===== src/design/vram_host_pkg.sv =====
package vram_host_pkg;

   // clock and timing
   localparam int CLK_MHZ = 200;
   localparam int T_RP_NS = 50;
   localparam int T_RAS_NS = 60;
   localparam int T_RCD_NS = 20;
   localparam int T_CAS_NS = 15;
   localparam int T_CAC_NS = 20;
   localparam int T_CP_NS = 10;
   localparam int T_WLATE_NS = 5;
   localparam int T_WP_NS = 10;
   localparam int SYNC_LAT = 3;

   // least times round up to whole cycles
   localparam logic [7:0] T_RP_CYC = 8'((T_RP_NS * CLK_MHZ + 999) / 1000);
   localparam logic [7:0] T_RAS_CYC = 8'((T_RAS_NS * CLK_MHZ + 999) / 1000);
   localparam logic [7:0] T_RCD_CYC = 8'((T_RCD_NS * CLK_MHZ + 999) / 1000);
   localparam logic [7:0] T_CAS_CYC = 8'((T_CAS_NS * CLK_MHZ + 999) / 1000);
   localparam logic [7:0] T_CAS_RD_CYC = 8'((T_CAC_NS * CLK_MHZ + 999) / 1000 + SYNC_LAT);
   localparam logic [7:0] T_CP_CYC = 8'((T_CP_NS * CLK_MHZ + 999) / 1000);
   localparam logic [7:0] T_WLATE_CYC = 8'((T_WLATE_NS * CLK_MHZ + 999) / 1000);
   localparam logic [7:0] T_CAS_LW_CYC = 8'(((T_WLATE_NS + T_WP_NS) * CLK_MHZ + 999) / 1000);

   // register offsets (byte addresses)
   localparam logic [7:0] REG_CMD = 8'h00;
   localparam logic [7:0] REG_ADDR = 8'h04;
   localparam logic [7:0] REG_WDATA = 8'h08;
   localparam logic [7:0] REG_STATUS = 8'h0C;
   localparam logic [7:0] REG_RDATA = 8'h10;

   // command register fields
   localparam int CMD_OP_LSB = 0;
   localparam int CMD_MASK_BIT = 3;
   localparam int CMD_KEEP_BIT = 4;
   // wdata register fields
   localparam int WD_DATA_LSB = 0;
   localparam int WD_PMASK_LSB = 8;
   // address register fields
   localparam int AD_ROW_LSB = 0;
   localparam int AD_COL_LSB = 9;
   // status bits
   localparam int ST_BUSY = 0;
   localparam int ST_ROW_OPEN = 1;
   localparam int ST_REFUSED = 2;
   localparam int ST_DONE = 3;
   localparam int ST_COLOUR_OK = 4;

   // command codes
   localparam logic [2:0] OP_CLOSE = 3'h0;
   localparam logic [2:0] OP_READ = 3'h1;
   localparam logic [2:0] OP_EARLY_WR = 3'h2;
   localparam logic [2:0] OP_LATE_WR = 3'h3;
   localparam logic [2:0] OP_COLOUR_LOAD = 3'h4;
   localparam logic [2:0] OP_BLOCK_WR = 3'h5;
   localparam logic [2:0] OP_MASKED_BLOCK_WR = 3'h6;

   localparam logic [8:0] ADDR_RESET = 9'h000;
   localparam logic [7:0] DATA_RESET = 8'h00;

   typedef struct packed {
      logic row_strobe_n;
      logic column_strobe_n;
      logic write_enable_mask_select_n;
      logic transfer_output_enable_n;
      logic special_function_select;
      logic [8:0] addr;
      logic [7:0] mask_data_out;
      logic mask_data_oe;
   } pins_t;

   localparam pins_t PINS_IDLE = '{
      row_strobe_n: 1'b1,
      column_strobe_n: 1'b1,
      write_enable_mask_select_n: 1'b1,
      transfer_output_enable_n: 1'b1,
      special_function_select: 1'b0,
      addr: ADDR_RESET,
      mask_data_out: DATA_RESET,
      mask_data_oe: 1'b0
   };

endpackage


===== src/design/pin_sync.sv =====
`timescale 1ns/1ps
`default_nettype none

module pin_sync #(
   parameter int W = 8
) (
   input wire logic pclk,
   input wire logic presetn,
   input wire logic [W-1:0] din,
   output var logic [W-1:0] dout
);

   logic [W-1:0] s1_r;
   logic [W-1:0] s2_r;
   logic [W-1:0] s3_r;
   logic agree;

   // first stage is looked at by the second stage only
   assign agree = (s2_r == s3_r);

   always_ff @(posedge pclk or negedge presetn) begin
      if (!presetn) begin
         s1_r <= '0;
         s2_r <= '0;
         s3_r <= '0;
         dout <= '0;
      end else begin
         s1_r <= din;
         s2_r <= s1_r;
         s3_r <= s2_r;
         if (agree) begin
            dout <= s3_r;
         end
      end
   end

endmodule

`default_nettype wire


===== src/design/vram_host.sv =====
`timescale 1ns/1ps
`default_nettype none

module vram_host (
   input wire logic pclk,
   input wire logic presetn,
   input wire logic psel,
   input wire logic penable,
   input wire logic pwrite,
   input wire logic [7:0] paddr,
   input wire logic [31:0] pwdata,
   output var logic [31:0] prdata,
   output logic pready,
   output logic pslverr,
   output var vram_host_pkg::pins_t pins,
   input wire logic [7:0] mask_data_in
);

   typedef enum logic [2:0] {
      S_IDLE,
      S_ROW_SET,
      S_ROW_HOLD,
      S_COL_SET,
      S_CAS_LOW,
      S_CAS_HIGH,
      S_PAGE,
      S_RAS_WAIT
   } state_t;

   state_t st_r, st_nxt;
   logic [7:0] cnt_r, cnt_nxt;
   logic [7:0] ras_cnt_r;
   logic [7:0] prech_r;
   logic [2:0] op_r;
   logic mask_en_r;
   logic keep_r;
   logic [8:0] row_r;
   logic [8:0] col_r;
   logic [7:0] data_r;
   logic [7:0] pmask_r;
   logic [31:0] cmd_reg_r;
   logic [17:0] addr_reg_r;
   logic [15:0] wdata_reg_r;
   logic [7:0] rdata_r;
   logic refused_r;
   logic done_r;
   logic colour_ok_r;
   vram_host_pkg::pins_t pins_nxt;
   logic [7:0] din_sync;

   pin_sync #(
      .W(8)
   ) u_din_sync (
      .pclk(pclk),
      .presetn(presetn),
      .din(mask_data_in),
      .dout(din_sync)
   );

   // bus decode
   wire access = psel && penable;
   wire wr_en = access && pwrite;
   wire setup = psel && !penable;
   wire hit_cmd = (paddr == vram_host_pkg::REG_CMD);
   wire hit_addr = (paddr == vram_host_pkg::REG_ADDR);
   wire hit_wdata = (paddr == vram_host_pkg::REG_WDATA);
   wire hit_status = (paddr == vram_host_pkg::REG_STATUS);
   wire hit_rdata = (paddr == vram_host_pkg::REG_RDATA);
   wire mapped = hit_cmd || hit_addr || hit_wdata || hit_status || hit_rdata;
   // zero wait states: every register answers in its own access cycle
   assign pready = 1'b1;
   assign pslverr = access && !mapped;

   // command acceptance
   wire [2:0] cmd_op = pwdata[vram_host_pkg::CMD_OP_LSB +: 3];
   wire cmd_wr = wr_en && hit_cmd;
   wire is_block_op = (cmd_op == vram_host_pkg::OP_BLOCK_WR) ||
                      (cmd_op == vram_host_pkg::OP_MASKED_BLOCK_WR);
   wire op_legal = (cmd_op <= vram_host_pkg::OP_MASKED_BLOCK_WR);
   wire colour_gate = !is_block_op || colour_ok_r;
   wire idle_ok = (st_r == S_IDLE) && (cmd_op != vram_host_pkg::OP_CLOSE);
   wire state_ok = idle_ok || (st_r == S_PAGE);
   wire cmd_take = cmd_wr && op_legal && colour_gate && state_ok;
   wire cmd_refuse = cmd_wr && !cmd_take;

   // cycle kinds of the running command
   wire op_read = (op_r == vram_host_pkg::OP_READ);
   wire op_late = (op_r == vram_host_pkg::OP_LATE_WR);
   wire op_lcr = (op_r == vram_host_pkg::OP_COLOUR_LOAD);
   wire op_bw = (op_r == vram_host_pkg::OP_BLOCK_WR);
   wire op_mbw = (op_r == vram_host_pkg::OP_MASKED_BLOCK_WR);
   wire op_early = !op_read && !op_late;
   // plane mask only for masked writes; colour load must keep it high at row fall
   wire mask_at_row = op_mbw || (mask_en_r && !op_lcr && !op_bw && !op_read);
   wire dsf_at_col = op_lcr || op_bw;
   wire [7:0] cas_len = op_read ? vram_host_pkg::T_CAS_RD_CYC :
                        (op_late ? vram_host_pkg::T_CAS_LW_CYC : vram_host_pkg::T_CAS_CYC);
   wire ras_min_met = (ras_cnt_r >= vram_host_pkg::T_RAS_CYC);
   // a read holds the column strobe long enough to cover the input synchroniser
   wire cas_end = (cnt_r >= cas_len - 8'd1);
   wire ras_rise = !pins.row_strobe_n && pins_nxt.row_strobe_n;
   wire cycle_done = (st_r == S_CAS_HIGH) && (st_nxt != S_CAS_HIGH);
   // block write column addresses keep their low bits; the device ignores them
   wire [8:0] col_sel = col_r;

   always_comb begin
      st_nxt = st_r;
      cnt_nxt = cnt_r + 8'd1;
      unique case (st_r)
         S_IDLE: begin
            cnt_nxt = 8'd0;
            if (cmd_take) begin
               st_nxt = S_ROW_SET;
            end
         end
         S_ROW_SET: begin
            // first cycle may still show the last row; the new one needs a cycle of setup
            cnt_nxt = 8'd1;
            if ((prech_r == 8'd0) && (cnt_r != 8'd0)) begin
               st_nxt = S_ROW_HOLD;
               cnt_nxt = 8'd0;
            end
         end
         S_ROW_HOLD: begin
            if (cnt_r >= vram_host_pkg::T_RCD_CYC - 8'd1) begin
               st_nxt = S_COL_SET;
               cnt_nxt = 8'd0;
            end
         end
         S_COL_SET: begin
            // two cycles: a page command's new column and data land one cycle late
            cnt_nxt = 8'd1;
            if (cnt_r != 8'd0) begin
               st_nxt = S_CAS_LOW;
               cnt_nxt = 8'd0;
            end
         end
         S_CAS_LOW: begin
            if (cas_end) begin
               st_nxt = S_CAS_HIGH;
               cnt_nxt = 8'd0;
            end
         end
         S_CAS_HIGH: begin
            if (cnt_r >= vram_host_pkg::T_CP_CYC - 8'd1) begin
               st_nxt = keep_r ? S_PAGE : S_RAS_WAIT;
               cnt_nxt = 8'd0;
            end
         end
         S_PAGE: begin
            cnt_nxt = 8'd0;
            if (cmd_take) begin
               st_nxt = (cmd_op == vram_host_pkg::OP_CLOSE) ? S_RAS_WAIT : S_COL_SET;
            end
         end
         S_RAS_WAIT: begin
            cnt_nxt = 8'd0;
            if (ras_min_met) begin
               st_nxt = S_IDLE;
            end
         end
      endcase
   end

   // pin levels follow the state being entered, so each pin changes from a flop
   always_comb begin
      pins_nxt = pins;
      pins_nxt.row_strobe_n = 1'b0;
      pins_nxt.column_strobe_n = 1'b1;
      pins_nxt.write_enable_mask_select_n = 1'b1;
      pins_nxt.transfer_output_enable_n = 1'b1;
      pins_nxt.mask_data_oe = 1'b0;
      unique case (st_nxt)
         S_IDLE: begin
            pins_nxt.row_strobe_n = 1'b1;
            pins_nxt.special_function_select = 1'b0;
         end
         S_ROW_SET, S_ROW_HOLD: begin
            pins_nxt.row_strobe_n = (st_nxt == S_ROW_SET);
            pins_nxt.addr = row_r;
            pins_nxt.special_function_select = op_lcr;
            pins_nxt.write_enable_mask_select_n = !mask_at_row;
            pins_nxt.mask_data_out = pmask_r;
            pins_nxt.mask_data_oe = mask_at_row;
         end
         S_COL_SET, S_CAS_LOW: begin
            pins_nxt.column_strobe_n = (st_nxt == S_COL_SET);
            pins_nxt.addr = col_sel;
            pins_nxt.special_function_select = dsf_at_col;
            pins_nxt.mask_data_out = data_r;
            pins_nxt.mask_data_oe = !op_read;
            pins_nxt.transfer_output_enable_n = !op_read;
            if (op_late) begin
               pins_nxt.write_enable_mask_select_n =
                  !((st_nxt == S_CAS_LOW) && (cnt_nxt >= vram_host_pkg::T_WLATE_CYC));
            end else begin
               pins_nxt.write_enable_mask_select_n = !op_early;
            end
         end
         S_CAS_HIGH, S_PAGE, S_RAS_WAIT: begin
            pins_nxt.special_function_select = 1'b0;
         end
      endcase
   end

   always_ff @(posedge pclk or negedge presetn) begin
      if (!presetn) begin
         st_r <= S_IDLE;
         cnt_r <= 8'd0;
         pins <= vram_host_pkg::PINS_IDLE;
      end else begin
         st_r <= st_nxt;
         cnt_r <= cnt_nxt;
         pins <= pins_nxt;
      end
   end

   // row low width and precharge timers
   // saturate rather than wrap, so a long open page still reads as width met
   always_ff @(posedge pclk or negedge presetn) begin
      if (!presetn) begin
         ras_cnt_r <= 8'd0;
         prech_r <= 8'd0;
      end else begin
         if (pins.row_strobe_n) begin
            ras_cnt_r <= 8'd0;
         end else if (ras_cnt_r != 8'hFF) begin
            ras_cnt_r <= ras_cnt_r + 8'd1;
         end
         if (ras_rise) begin
            prech_r <= vram_host_pkg::T_RP_CYC;
         end else if (prech_r != 8'd0) begin
            prech_r <= prech_r - 8'd1;
         end
      end
   end

   // command snapshot; a page command keeps the open row and its mask
   always_ff @(posedge pclk or negedge presetn) begin
      if (!presetn) begin
         op_r <= vram_host_pkg::OP_CLOSE;
         mask_en_r <= 1'b0;
         keep_r <= 1'b0;
         row_r <= vram_host_pkg::ADDR_RESET;
         col_r <= vram_host_pkg::ADDR_RESET;
         data_r <= vram_host_pkg::DATA_RESET;
         pmask_r <= vram_host_pkg::DATA_RESET;
      end else if (cmd_take && (cmd_op != vram_host_pkg::OP_CLOSE)) begin
         op_r <= cmd_op;
         keep_r <= pwdata[vram_host_pkg::CMD_KEEP_BIT];
         col_r <= addr_reg_r[vram_host_pkg::AD_COL_LSB +: 9];
         data_r <= wdata_reg_r[vram_host_pkg::WD_DATA_LSB +: 8];
         if (st_r == S_IDLE) begin
            mask_en_r <= pwdata[vram_host_pkg::CMD_MASK_BIT];
            row_r <= addr_reg_r[vram_host_pkg::AD_ROW_LSB +: 9];
            pmask_r <= wdata_reg_r[vram_host_pkg::WD_PMASK_LSB +: 8];
         end
      end
   end

   // software registers
   always_ff @(posedge pclk or negedge presetn) begin
      if (!presetn) begin
         cmd_reg_r <= 32'h0000_0000;
         addr_reg_r <= 18'h0_0000;
         wdata_reg_r <= 16'h0000;
      end else if (wr_en) begin
         if (hit_cmd) begin
            cmd_reg_r <= {27'h000_0000, pwdata[4:0]};
         end
         if (hit_addr) begin
            addr_reg_r <= pwdata[17:0];
         end
         if (hit_wdata) begin
            wdata_reg_r <= pwdata[15:0];
         end
      end
   end

   // sticky flags: a new event wins over a same-cycle write-one clear
   wire clr_wr = wr_en && hit_status;
   always_ff @(posedge pclk or negedge presetn) begin
      if (!presetn) begin
         refused_r <= 1'b0;
         done_r <= 1'b0;
         colour_ok_r <= 1'b0;
         rdata_r <= vram_host_pkg::DATA_RESET;
      end else begin
         refused_r <= cmd_refuse || (refused_r && !(clr_wr && pwdata[vram_host_pkg::ST_REFUSED]));
         done_r <= cycle_done || (done_r && !(clr_wr && pwdata[vram_host_pkg::ST_DONE]));
         if (cycle_done && op_lcr) begin
            colour_ok_r <= 1'b1;
         end
         if ((st_r == S_CAS_LOW) && cas_end && op_read) begin
            rdata_r <= din_sync;
         end
      end
   end

   wire busy = (st_r != S_IDLE) && (st_r != S_PAGE);
   wire [31:0] status_word = {27'h000_0000, colour_ok_r, done_r, refused_r,
                              !pins.row_strobe_n, busy};
   wire [31:0] rd_mux = hit_cmd ? cmd_reg_r :
                        hit_addr ? {14'h0000, addr_reg_r} :
                        hit_wdata ? {16'h0000, wdata_reg_r} :
                        hit_status ? status_word :
                        hit_rdata ? {24'h00_0000, rdata_r} : 32'h0000_0000;

   // read data captured in the setup cycle, stable through the access phase
   always_ff @(posedge pclk or negedge presetn) begin
      if (!presetn) begin
         prdata <= 32'h0000_0000;
      end else if (setup) begin
         prdata <= rd_mux;
      end
   end

endmodule

`default_nettype wire


===== config.mk =====
export PLATFORM = sky130hd
export DESIGN_NAME = vram_host
export DESIGN_NICKNAME = d
export VERILOG_FILES = /design/src/design/vram_host_pkg.sv /design/src/design/pin_sync.sv /design/src/design/vram_host.sv
export SDC_FILE = /design/constraint.sdc
export NUM_CORES = 1
export LEC_CHECK = 0
export BUFFER_PORTS_ARGS = -buffer_cell sky130_fd_sc_hd__buf_4
export CAP_MARGIN = 20
export CORE_AREA = 2 2 126 176
export DETAILED_ROUTE_END_ITERATION = 10
export DIE_AREA = 0 0 128 178
export PLACE_DENSITY = 0.63
export SKIP_CTS_REPAIR_TIMING = 1
export SLEW_MARGIN = 40
export SYNTH_ARGS = -nofsm -noshare
export SYNTH_HDL_FRONTEND = slang
export SYNTH_SLANG_ARGS = --single-unit
export TNS_END_PERCENT = 50

===== constraint.sdc =====
create_clock -name pclk -period 3.1 [get_ports pclk]
set_input_delay 0.465 -clock pclk [delete_from_list [all_inputs] [get_ports pclk]]
set_output_delay 0.465 -clock pclk [all_outputs]
set_load 0.01 [all_outputs]

==> summary.txt, run 1 <==
Synth
  • Cell with the most instances after synthesis: dfrtp_1
  • Top cells by area in the synthesized netlist: dfrtp_1 (55%), mux2_2 (12%), a221oi_2 (2.9%), nor2_1 (2.3%), inv_1 (1.6%)
  • Register bit total from synthesis: 189
  • Commonest cells post-synth: dfrtp_1 (185), mux2_2 (91), nor2_1 (51)
  • Synth Flop Type: dfrtp_1
  • Mapped Avg Cell Area: 12.6 sq um
  • Ys Warns: 0
  • Post-synth top area cell: dfrtp_1
  • FFs w/ async S/R, synth: 100%
  • Top-area cell type share of the netlist area: around 55%
  • Synth cell types: 69
  • Synth Instances: roughly 660
  • Seq/Total Area, Yosys: a little under three fifths
  • Mapped cell area: around 0.0084 sq mm
  • Post-synth EDFFs: 0

Worst setup path
  • Critical Path Fanout Max: 5
  • CP required: ~3.4 ns
  • Endpoint class of the critical path: register
  • Top Family by Delay on Critical Path: simple AND/OR/NAND/NOR gates
  • Cell Chain, Critical Path: or3_4, or4_4, and4b_1, or4b_4, buf_6, or3_4, nand2_8, buf_4, a221oi_2
  • Worst path arrival time: 3.32 ns
  • Worst path bufs/invs: 2
  • CP most frequent cell: or3_4
  • Critical path class: reg -> reg
  • Crit-path slowest cell: or4_4
  • Worst path max stage delay: approximately 0.53 ns
  • CP Launch Type: register

Floorplan
  • Initial Utilization: between 30% and 40%
  • # rows: 63
  • Core Region: approximately 0.021 sq mm
  • Die Span Y: approximately 180 um
  • Die W: 128 um
  • Die area: between 0.02 and 0.025 sq mm
  • I/O pin total: 110

Final layout
  • Layout cells sized above 1: about two fifths
  • Ant. Diodes: 0
  • Area Overhead vs Synth: 22.9%
  • Final Cell Area: ~0.01 sq mm
  • Nets: approximately 850

Clocking
  • Root Driver: clkbuf_16
  • Worst-Skew Late Latency: about 0.44 ns
  • CTS sink cnt: about 190
  • Clock Path Buffers: 2
  • Max H-tree Level: 4
  • CTS Buf Count: 17
  • CTS tree: built
  • Clock Pin Slew Worst Setup and Hold Paths: 0.07 ns

Place
  • Gpl congestion: between 0.8 and 0.9
  • HPWL Detailed: ~13000 um
  • Buffers on Ports: 80
  • Placed cell area: between 0.009 and 0.01 sq mm

Route
  • Number of detailed-route iterations in the first pass: 6
  • Routed WL: 19200 um
  • Drt first-iter violations: 320
  • Vias: around 5600
  • Post-DR wirelength/cell: roughly 18 um
  • Drc violations: 0
  • Post-route ant nets: 0
  • DR vias/cell: ~5.3

STA
  • Worst slew pin tran: 0.664 ns
  • Clock skew: around 0.013 ns
  • Slew Viols, Final: 0
  • Max Fclk: between 0.3 and 0.4 GHz
  • RSZ-0062 raised after global routing: no
  • Setup Viol. Count Final: 0
  • Final Hold Fails: 0
  • Period utilization: between 90% and 100%
  • Fin crit period: about 3.0 ns
  • Rel. slew slack: 54.6%

Hold path
  • HP Class: in -> async

Status
  • Outcome: completed

GRT
  • Total global routing track utilization: ~17%
  • Largest net degree at the start of global routing: about 70
  • Global route overflow: 0
  • First-pass GRT wire length: roughly 30000 um
  • Vias in the first global route: 5669
  • Initial antenna violation count: 0

Pwr
  • VDD IR max: ~0.8 mV
  • PwrDens: between 900 and 1000 mW/mm^2
  • Lkg Pwr: just under 5 nW
  • Total Power: 9.49 mW

Flow run
  • Max cap viols: 0
-- report_power, final --
part,total [mW],switching (mW),leakage (nW),internal (mW)
logic,4.35,2.13,2.14,2.22
clock network,2.05,0.991,0.261,1.06
registers,3.09,0.279,2.48,2.81
total,9.49,3.40,4.88,6.08
-- cells by family (layout without fill, tap and decap cells) --
kind of cell	Yosys count	after routing	synth area share [%]
AND/OR/NAND/NOR	152	152	9.65
other	2	19	0.0899
multiplexers	93	93	12.5
adder cells (fa/ha/maj)	8	8	1.20
AO/OA/AOI/OAI	115	115	12.3
XOR/XNOR	21	21	2.43
buffers and inverters	84	202	5.15
flip-flops	189	189	56.7
-- sequential cells by signal (all words and copies together) (netlist names), 3 cells and up --
register,cells
pins,23
addr_reg_r,18
prdata,18
wdata_reg_r,16
col_r,9
row_r,9
cnt_r,8
data_r,8
pmask_r,8
prech_r,8
ras_cnt_r,8
rdata_r,8
u_din_sync.dout,8
u_din_sync.s1_r,8
u_din_sync.s2_r,8
u_din_sync.s3_r,8
cmd_reg_r,5
op_r,3
st_r,3
-- worst reg2reg max path: stages, from the launching register on --
cell and delay [ns]:
dfrtp_1 0.36, or3_4 0.41, or4_4 0.53, and4b_1 0.21, or4b_4 0.49, buf_6 0.16, or3_4 0.41, nand2_8 0.10
buf_4 0.15, a221oi_2 0.07
-- per-stage QoR --
step	TNS, ns	hold WS (ns)	setup slack (ns)	util, %	std cells
finish	0	0.0420	0.0894	48.6	1059
global route	0	0.0654	0.0205	48.6	1059
CTS	-0.851	0.0607	-0.0819	47.8	1055
detailed placement	-0.434	0.335	-0.0621	45.2	1023
global placement	-0.0436	0.334	-0.0227	45.2	1023
floorplan	0	0.169	0.00268	-	681
-- worst paths after layout --
path                                           end               start  depth (start not counted)  slack (ns)
max in group asynchronous                refused_r             presetn                          2        2.31
min in group pclk               u_din_sync.s1_r[3]     mask_data_in[3]                          1        0.13
worst min register to register  u_din_sync.s2_r[5]  u_din_sync.s1_r[5]                          0        0.34
worst max register to register             pins[1]            cnt_r[4]                          9        0.09
worst max-delay path                       pins[1]            cnt_r[4]                          9        0.09
worst min-delay path                      cnt_r[5]             presetn                          1        0.04
-- cells in the final DEF, fill, tap and decap left out, types with 7 or more instances in the layout --
master and count:
dfrtp_1 184, buf_4 120, mux2_2 91, nor2_1 51, inv_1 34, clkbuf_16 20, conb_1 19, a221oi_2 18
nand2_1 17, o21ai_0 15, a21oi_1 15, xor2_1 12, nor3_1 11, a222oi_1 11, o22ai_2 10, and3_1 9
nor4_1 8, nand3_1 8, xnor2_1 8, o22ai_1 8, nand2b_1 7, nor2b_1 7, buf_12 7
-- final cells by class --
class                   count  area (sq um)
clock inverters            14           113
fillers                  1939         10900
well taps                 260           325
inverters                  36           135
clock buffers              18           439
multi-input cells         408          3360
repair buffers            134          1160
flip-flops and latches    189          4740
-- routing by layer --
metal	track usage, %	vias up	wire length (um)
li1	-	2601	-
met1	21.6	2863	8120
met2	29.7	95	10100
met3	3.36	28	604
met4	6.96	0	388
met5	0	-	0
No activity file was read; power rests on OpenSTA's default activity.
==> run 2: changes to the inputs <==
Settings changed: CORE_AREA 2 2 126 176 to 2 2 111 155, DIE_AREA 0 0 128 178 to 0 0 113 157, PLACE_DENSITY 0.63 to 0.78, SLEW_MARGIN 40 to 20.
==> run 2 against run 1 <==
The run now ends with design-rule violations left. Total power increased by 4.3%. Setup slack got worse by 0.021 ns. Clock power increased by 4%. Count of clock-buffer cells in the layout increased by 2. Final cell count decreased by 5.6%. Sequential share of layout area increased by 0.24 points. Combinational power increased by 6.2%. Via count increased by 3.0%. Largest cell class unchanged.
==> summary.txt, run 2 (synthesized netlist as in run 1, its figures left out) <==
Clocking
  • Clock Path Buffers: 2 (unchanged)
  • Clock Pin Slew Worst Setup and Hold Paths: 0.07 ns (about the same)
  • CTS tree: built
  • CTS sink cnt: 189 (unchanged)
  • Root Driver: clkbuf_16
  • Max H-tree Level: 4 (unchanged)
  • Worst-Skew Late Latency: 0.44 ns (about the same)
  • CTS Buf Count: 17 (unchanged)

Worst setup path
  • Critical path class: reg -> reg
  • Critical Path Fanout Max: 8 (+3)
  • CP Launch Type: register
  • Endpoint class of the critical path: register
  • Worst path arrival time: 3.37 ns (+0.05 ns)
  • CP required: 3.44 ns (+0.03 ns)

STA
  • Worst hold margin: 0.0510 ns (+0.00900 ns)
  • Fin crit period: 3.03 ns (+0.0211 ns)
  • Setup ws final: 0.0682 ns (-0.0211 ns)
  • Clock skew: 0.0112 ns (-0.00157 ns)
  • Period utilization: 97.8% (+0.68 points)
  • Setup Viol. Count Final: 0 (unchanged)
  • Final Hold Fails: 0 (unchanged)
  • Slew Viols, Final: 0 (unchanged)
  • Max Fclk: 0.330 GHz (-0.70%)
  • Worst slew pin tran: 0.749 ns (+0.0848 ns)
  • Rel. slew slack: 50.1% (-4.5 points)

Route
  • M1 WL: 7750 um (-4.5%)
  • Vias: 5752 (+3.0%)
  • Met2 WL: 10500 um (+4.0%)
  • Post-route ant nets: 0 (unchanged)
  • Met3 wire len: 782 um (+29%)
  • Top Layer Used: met4
  • Number of detailed-route iterations in the first pass: 10 (+4)
  • Routed WL: 19700 um (+2.8%)
  • Post-DR wirelength/cell: 19.7 um (+8.9%)
  • Drt first-iter violations: 374 (+17%)
  • Drc violations: 5 (+5)
  • DR vias/cell: 5.75 (+9.0%)

Place
  • Gpl congestion: 0.951 (+15%)
  • Placement Setup Slack: -0.0459 ns (+0.0162 ns)
  • HPWL Detailed: 13400 um (+1.8%)
  • Placed cell area: 0.00944 sq mm (-1.2%)
  • Buffers on Ports: 80 (unchanged)

Floorplan
  • Initial Utilization: 51.4% (+12 points)
  • # rows: 55 (-13%)
  • Die Span Y: 157 um (-12%)
  • Die W: 113 um (-12%)
  • I/O pin total: 110 (unchanged)
  • Core Region: 0.0162 sq mm (-23%)
  • Die area: 0.0177 sq mm (-22%)

Final layout
  • Most common cell after layout, fill and taps aside: dfrtp_1
  • Biggest register: pins
  • Area of the multi-input gates: 0.00336 sq mm (about the same)
  • Fill count: 1218 (-37%)
  • Top Registers: pins: 23 flops, addr_reg_r: 18 flops, prdata: 18 flops
  • Nets: 849 (+0.24%)
  • Most frequent cells in the layout: dfrtp_1 (184), buf_4 (125), mux2_2 (91)
  • Final Cell Area: 0.0102 sq mm (-0.52%)
  • FF+latch area: 0.00474 sq mm (unchanged)
  • Layout cells sized above 1: 40.0% (+0.15 points)
  • Ant. Diodes: 0 (unchanged)
  • Max reg flops: 23 (unchanged)
  • Area Overhead vs Synth: 22.3%

Pwr
  • PwrDens: 969 mW/mm^2 (+4.8%)
  • Lkg Pwr: 4.91 nW (+0.55%)
  • VDD IR max: 0.599 mV (-23%)
  • Total Power: 9.90 mW (+4.3%)

GRT
  • Vias in the first global route: 5979 (+5.5%)
  • Initial antenna violation count: 0 (unchanged)
  • Global route overflow: 0 (unchanged)
  • Total global routing track utilization: 22.7% (+5.3 points)
  • First-pass GRT wire length: 31000 um (+2.5%)
  • Largest net degree at the start of global routing: 80 (+13%)

Status
  • Outcome: complete, but fails checks
  • Failing checks: design-rule violations

Hold path
  • HP Class: in -> async

Flow run
  • Max cap viols: 0 (unchanged)
[run 2: changes by cell type in the layout (fill, tap and decap cells not counted), sizes merged]
cell / delta
buf: +4
bufinv: +1
inv: +4
clkinv: -5
clkinvlp: -2
[run 2: cell type report]
| type | instances | area share, % |
|---|---|---|
| sequential | 189 | 46.4 |
| multi-input combinational | 408 | 32.9 |
| timing repair buffer | 136 | 11.3 |
| clock buffer | 20 | 4.37 |
| tap | 199 | 2.44 |
| inverter | 36 | 1.35 |
| clock inverter | 12 | 1.23 |
[run 2: metrics by stage]
stage                     setup TNS (ns)  utilization [%]  std cells
after floorplan                        0                -        681
after global placement                 0             58.1        959
after detailed placement          -0.530             58.1        959
after CTS                         -0.960             61.7        991
after global routing              -0.135             62.9       1000
final                                  0             62.9       1000
[run 2: metal layers]
layer | vias to the layer above | GRT usage (%)
met5 | - | 0
met2 | 168 | 39.0
met1 | 2930 | 27.2
met3 | 49 | 4.47
met4 | 0 | 11.3
li1 | 2605 | -
[run 2: final timing paths]
path	end	slack, ns	depth (start not counted)	from
max in group asynchronous	pins[22]	2.19	2	presetn
min in group pclk	u_din_sync.s1_r[2]	0.14	1	mask_data_in[2]
hold reg to reg	u_din_sync.s2_r[2]	0.35	0	u_din_sync.s1_r[2]
hold / removal	ras_cnt_r[4]	0.05	1	presetn
setup / recovery	pins[2]	0.07	13	op_r[2]
setup reg to reg	pins[2]	0.07	13	op_r[2]
[run 2: critical path, cell delays in order (launching register included)]
cell and delay [ns]:
dfrtp_1 0.39, nand2b_4 0.14, or2_4 0.24, ha_4 0.21, o21a_1 0.12, o41ai_2 0.27, a21oi_1 0.14, or4_4 0.51
buf_12 0.16, xnor2_4 0.15, buf_12 0.14, buf_12 0.12, o22ai_2 0.09, a221oi_2 0.26
[run 2: where the power goes]
group	leakage, nW	total (mW)	internal, mW	switching, mW
clock network	0.276	2.14	1.15	0.989
logic	2.15	4.62	2.41	2.21
registers	2.48	3.13	2.81	0.321
total	4.91	9.90	6.37	3.52
==> run 3: changes to the inputs <==
Settings changed: BUFFER_PORTS_ARGS -buffer_cell sky130_fd_sc_hd__buf_4 to default, CORE_AREA 2 2 111 155 to 2 2 109 153, CTS_BUF_LIST from default to sky130_fd_sc_hd__clkbuf_4, DIE_AREA 0 0 113 157 to 0 0 111 155, DONT_BUFFER_PORTS from default to 1, PLACE_DENSITY 0.78 to 0.74.
==> run 3 against run 2 <==
The run ends with negative hold slack, negative setup slack left. Fmax down 2.8%. Register-to-register slack lost 0.09 ns. Setup slack lost 0.089 ns. Critical endpoint is now pins[1]. Largest power group unchanged. Highest routed layer unchanged.
==> summary.txt, run 3 (synthesized netlist as in run 1, its figures left out) <==
Floorplan
  • Die area: 0.0172 sq mm (-3.0%)
  • Die W: 111 um (-1.8%)
  • # rows: 55 (unchanged)
  • Initial Utilization: 52.5% (+1.1 points)
  • I/O pin total: 110 (unchanged)
  • Die Span Y: 155 um (-1.3%)
  • Core Region: 0.0159 sq mm (-2.1%)

STA
  • Rel. slew slack: 35.9% (-14 points)
  • Final Hold Fails: 189 (+189)
  • Worst hold margin: -0.436 ns (-0.487 ns)
  • Setup Viol. Count Final: 5 (+5)
  • Period utilization: 101% (+2.9 points)
  • RSZ-0062 raised after global routing: yes
  • Max Fclk: 0.320 GHz (-2.8%)
  • Fin Setup TNS: -0.0561 ns (-0.0561 ns)
  • Setup ws final: -0.0204 ns (-0.0886 ns)
  • Fin crit period: 3.12 ns (+0.0886 ns)
  • Slew Viols, Final: 0 (unchanged)
  • Worst slew pin tran: 0.937 ns (+0.188 ns)
  • Clock skew: 0.0360 ns (+0.0247 ns)

Final layout
  • Layout cells sized above 1: 31.0% (-8.9 points)
  • Most frequent cells in the layout: dfrtp_1 (185), mux2_2 (91), nor2_1 (51)
  • Biggest register: pins
  • Area of the multi-input gates: 0.00337 sq mm (+0.19%)
  • Area Overhead vs Synth: 13.8%
  • Fill count: 1254 (+3.0%)
  • Top Registers: pins: 23 flops, addr_reg_r: 18 flops, prdata: 18 flops
  • Most common cell after layout, fill and taps aside: dfrtp_1
  • Nets: 789 (-7.1%)
  • Max reg flops: 23 (unchanged)
  • FF+latch area: 0.00473 sq mm (about the same)

Place
  • HPWL Detailed: 12600 um (-5.6%)
  • Buffers on Ports: 0 (-100%)
  • Gpl congestion: 0.869 (-8.6%)

Worst setup path
  • Worst path max stage delay: 0.54 ns (+0.03 ns)
  • Cell Chain, Critical Path: or3_4, or4_4, and4b_1, or4b_4, buf_8, xnor2_4, clkbuf_16, o22ai_1, a221oi_2
  • Worst path arrival time: 3.62 ns (+0.25 ns)
  • Crit-path slowest cell: or4_4
  • Critical Path Fanout Max: 8 (unchanged)
  • CP Launch Type: register
  • Endpoint class of the critical path: register
  • Critical path class: reg -> reg
  • CP required: 3.60 ns (+0.16 ns)

Hold path
  • HP Class: in -> async

Status
  • Failing checks: negative hold slack, negative setup slack
  • Outcome: complete, but fails checks

GRT
  • Vias in the first global route: 5708 (-4.5%)
  • Initial antenna violation count: 1 (+1)
  • Total global routing track utilization: 22.0% (-0.73 points)
  • Global route overflow: 0 (unchanged)
  • Largest net degree at the start of global routing: 190 (+140%)
  • First-pass GRT wire length: 29800 um (-3.8%)

Route
  • Drc violations: 0 (-5)
  • Post-route ant nets: 0 (unchanged)
  • Post-DR wirelength/cell: 20.3 um (+3.0%)
  • Routed WL: 19100 um (-3.1%)
  • DR vias/cell: 5.94 (+3.3%)
  • Drt first-iter violations: 473 (+26%)
  • Number of detailed-route iterations in the first pass: 5 (-5)
  • Vias: 5592 (-2.8%)

Pwr
  • VDD IR max: 0.715 mV (+19%)
  • Lkg Pwr: 4.45 nW (-9.3%)
  • PwrDens: 923 mW/mm^2 (-4.8%)

Clocking
  • Clock Pin Slew Worst Setup and Hold Paths: 0.15 ns (+0.08 ns)
  • Clock Path Buffers: 2 (unchanged)
  • Root Driver: clkbuf_4
  • Worst-Skew Late Latency: 0.60 ns (+0.16 ns)
  • CTS sink cnt: 189 (unchanged)
  • Max H-tree Level: 4 (unchanged)
  • CTS Buf Count: 17 (unchanged)
  • CTS tree: built

Flow run
  • Max cap viols: 0 (unchanged)
[run 3: metal layers]
metal / vias to the layer above / track usage [%] / share of wire, %
li1: 2490 / - / -
met4: 0 / 10.3 / 4.1
met2: 188 / 38.5 / 52
met5: - / 0 / 0
met1: 2858 / 25.4 / 37
met3: 56 / 5.34 / 6.2
[run 3: where the power goes]
part           switching [mW]  total (mW)  internal, mW
registers               0.390        3.20          2.81
clock network           0.890        1.33         0.440
logic                    2.08        4.24          2.16
[run 3: through the flow]
step	total power [mW]	utilization (%)	worst slack (ns)	cells	area [sq um]
after floorplan	5.90	-	0.00268	681	8450
after global placement	6.57	55.1	0.0326	872	8760
after detailed placement	6.71	55.1	-0.0182	872	8760
after CTS	8.05	56.9	-0.0547	904	9040
after global routing	9.23	59.8	-0.0854	941	9500
final	8.77	59.8	-0.0204	941	9500
[run 3: cell type report]
type | instances | share of cell area, %
antenna | 1 | 0.0263
sequential | 189 | 49.8
tap | 199 | 2.62
clock inverter | 14 | 1.54
timing repair buffer | 76 | 7.70
multi-input combinational | 408 | 35.4
clock buffer | 18 | 1.42
inverter | 36 | 1.42
[run 3: path summary, 6_finish.rpt]
| path | from | end | slack, ns | cells past startpoint |
|---|---|---|---|---|
| worst min-delay path | presetn | cnt_r[5] | -0.44 | 0 |
| max in group asynchronous | presetn | rdata_r[7] | 3.19 | 0 |
| min in group pclk | pwdata[0] | cmd_reg_r[0] | 0.04 | 1 |
| worst max register to register | cnt_r[7] | pins[1] | -0.02 | 9 |
| worst min register to register | u_din_sync.s1_r[5] | u_din_sync.s2_r[5] | 0.37 | 0 |
| worst max-delay path | cnt_r[7] | pins[1] | -0.02 | 9 |
[run 3: worst max-delay path: cells and delay by family, from the launching register on]
kind                      cells  cell delay [ns]
DFF                           1             0.39
xor gates and xnor gates      1             0.31
buffers and inverters         2             0.40
AOI/OAI and AO/OA             2             0.30
and+or+nand+nor               4             1.63
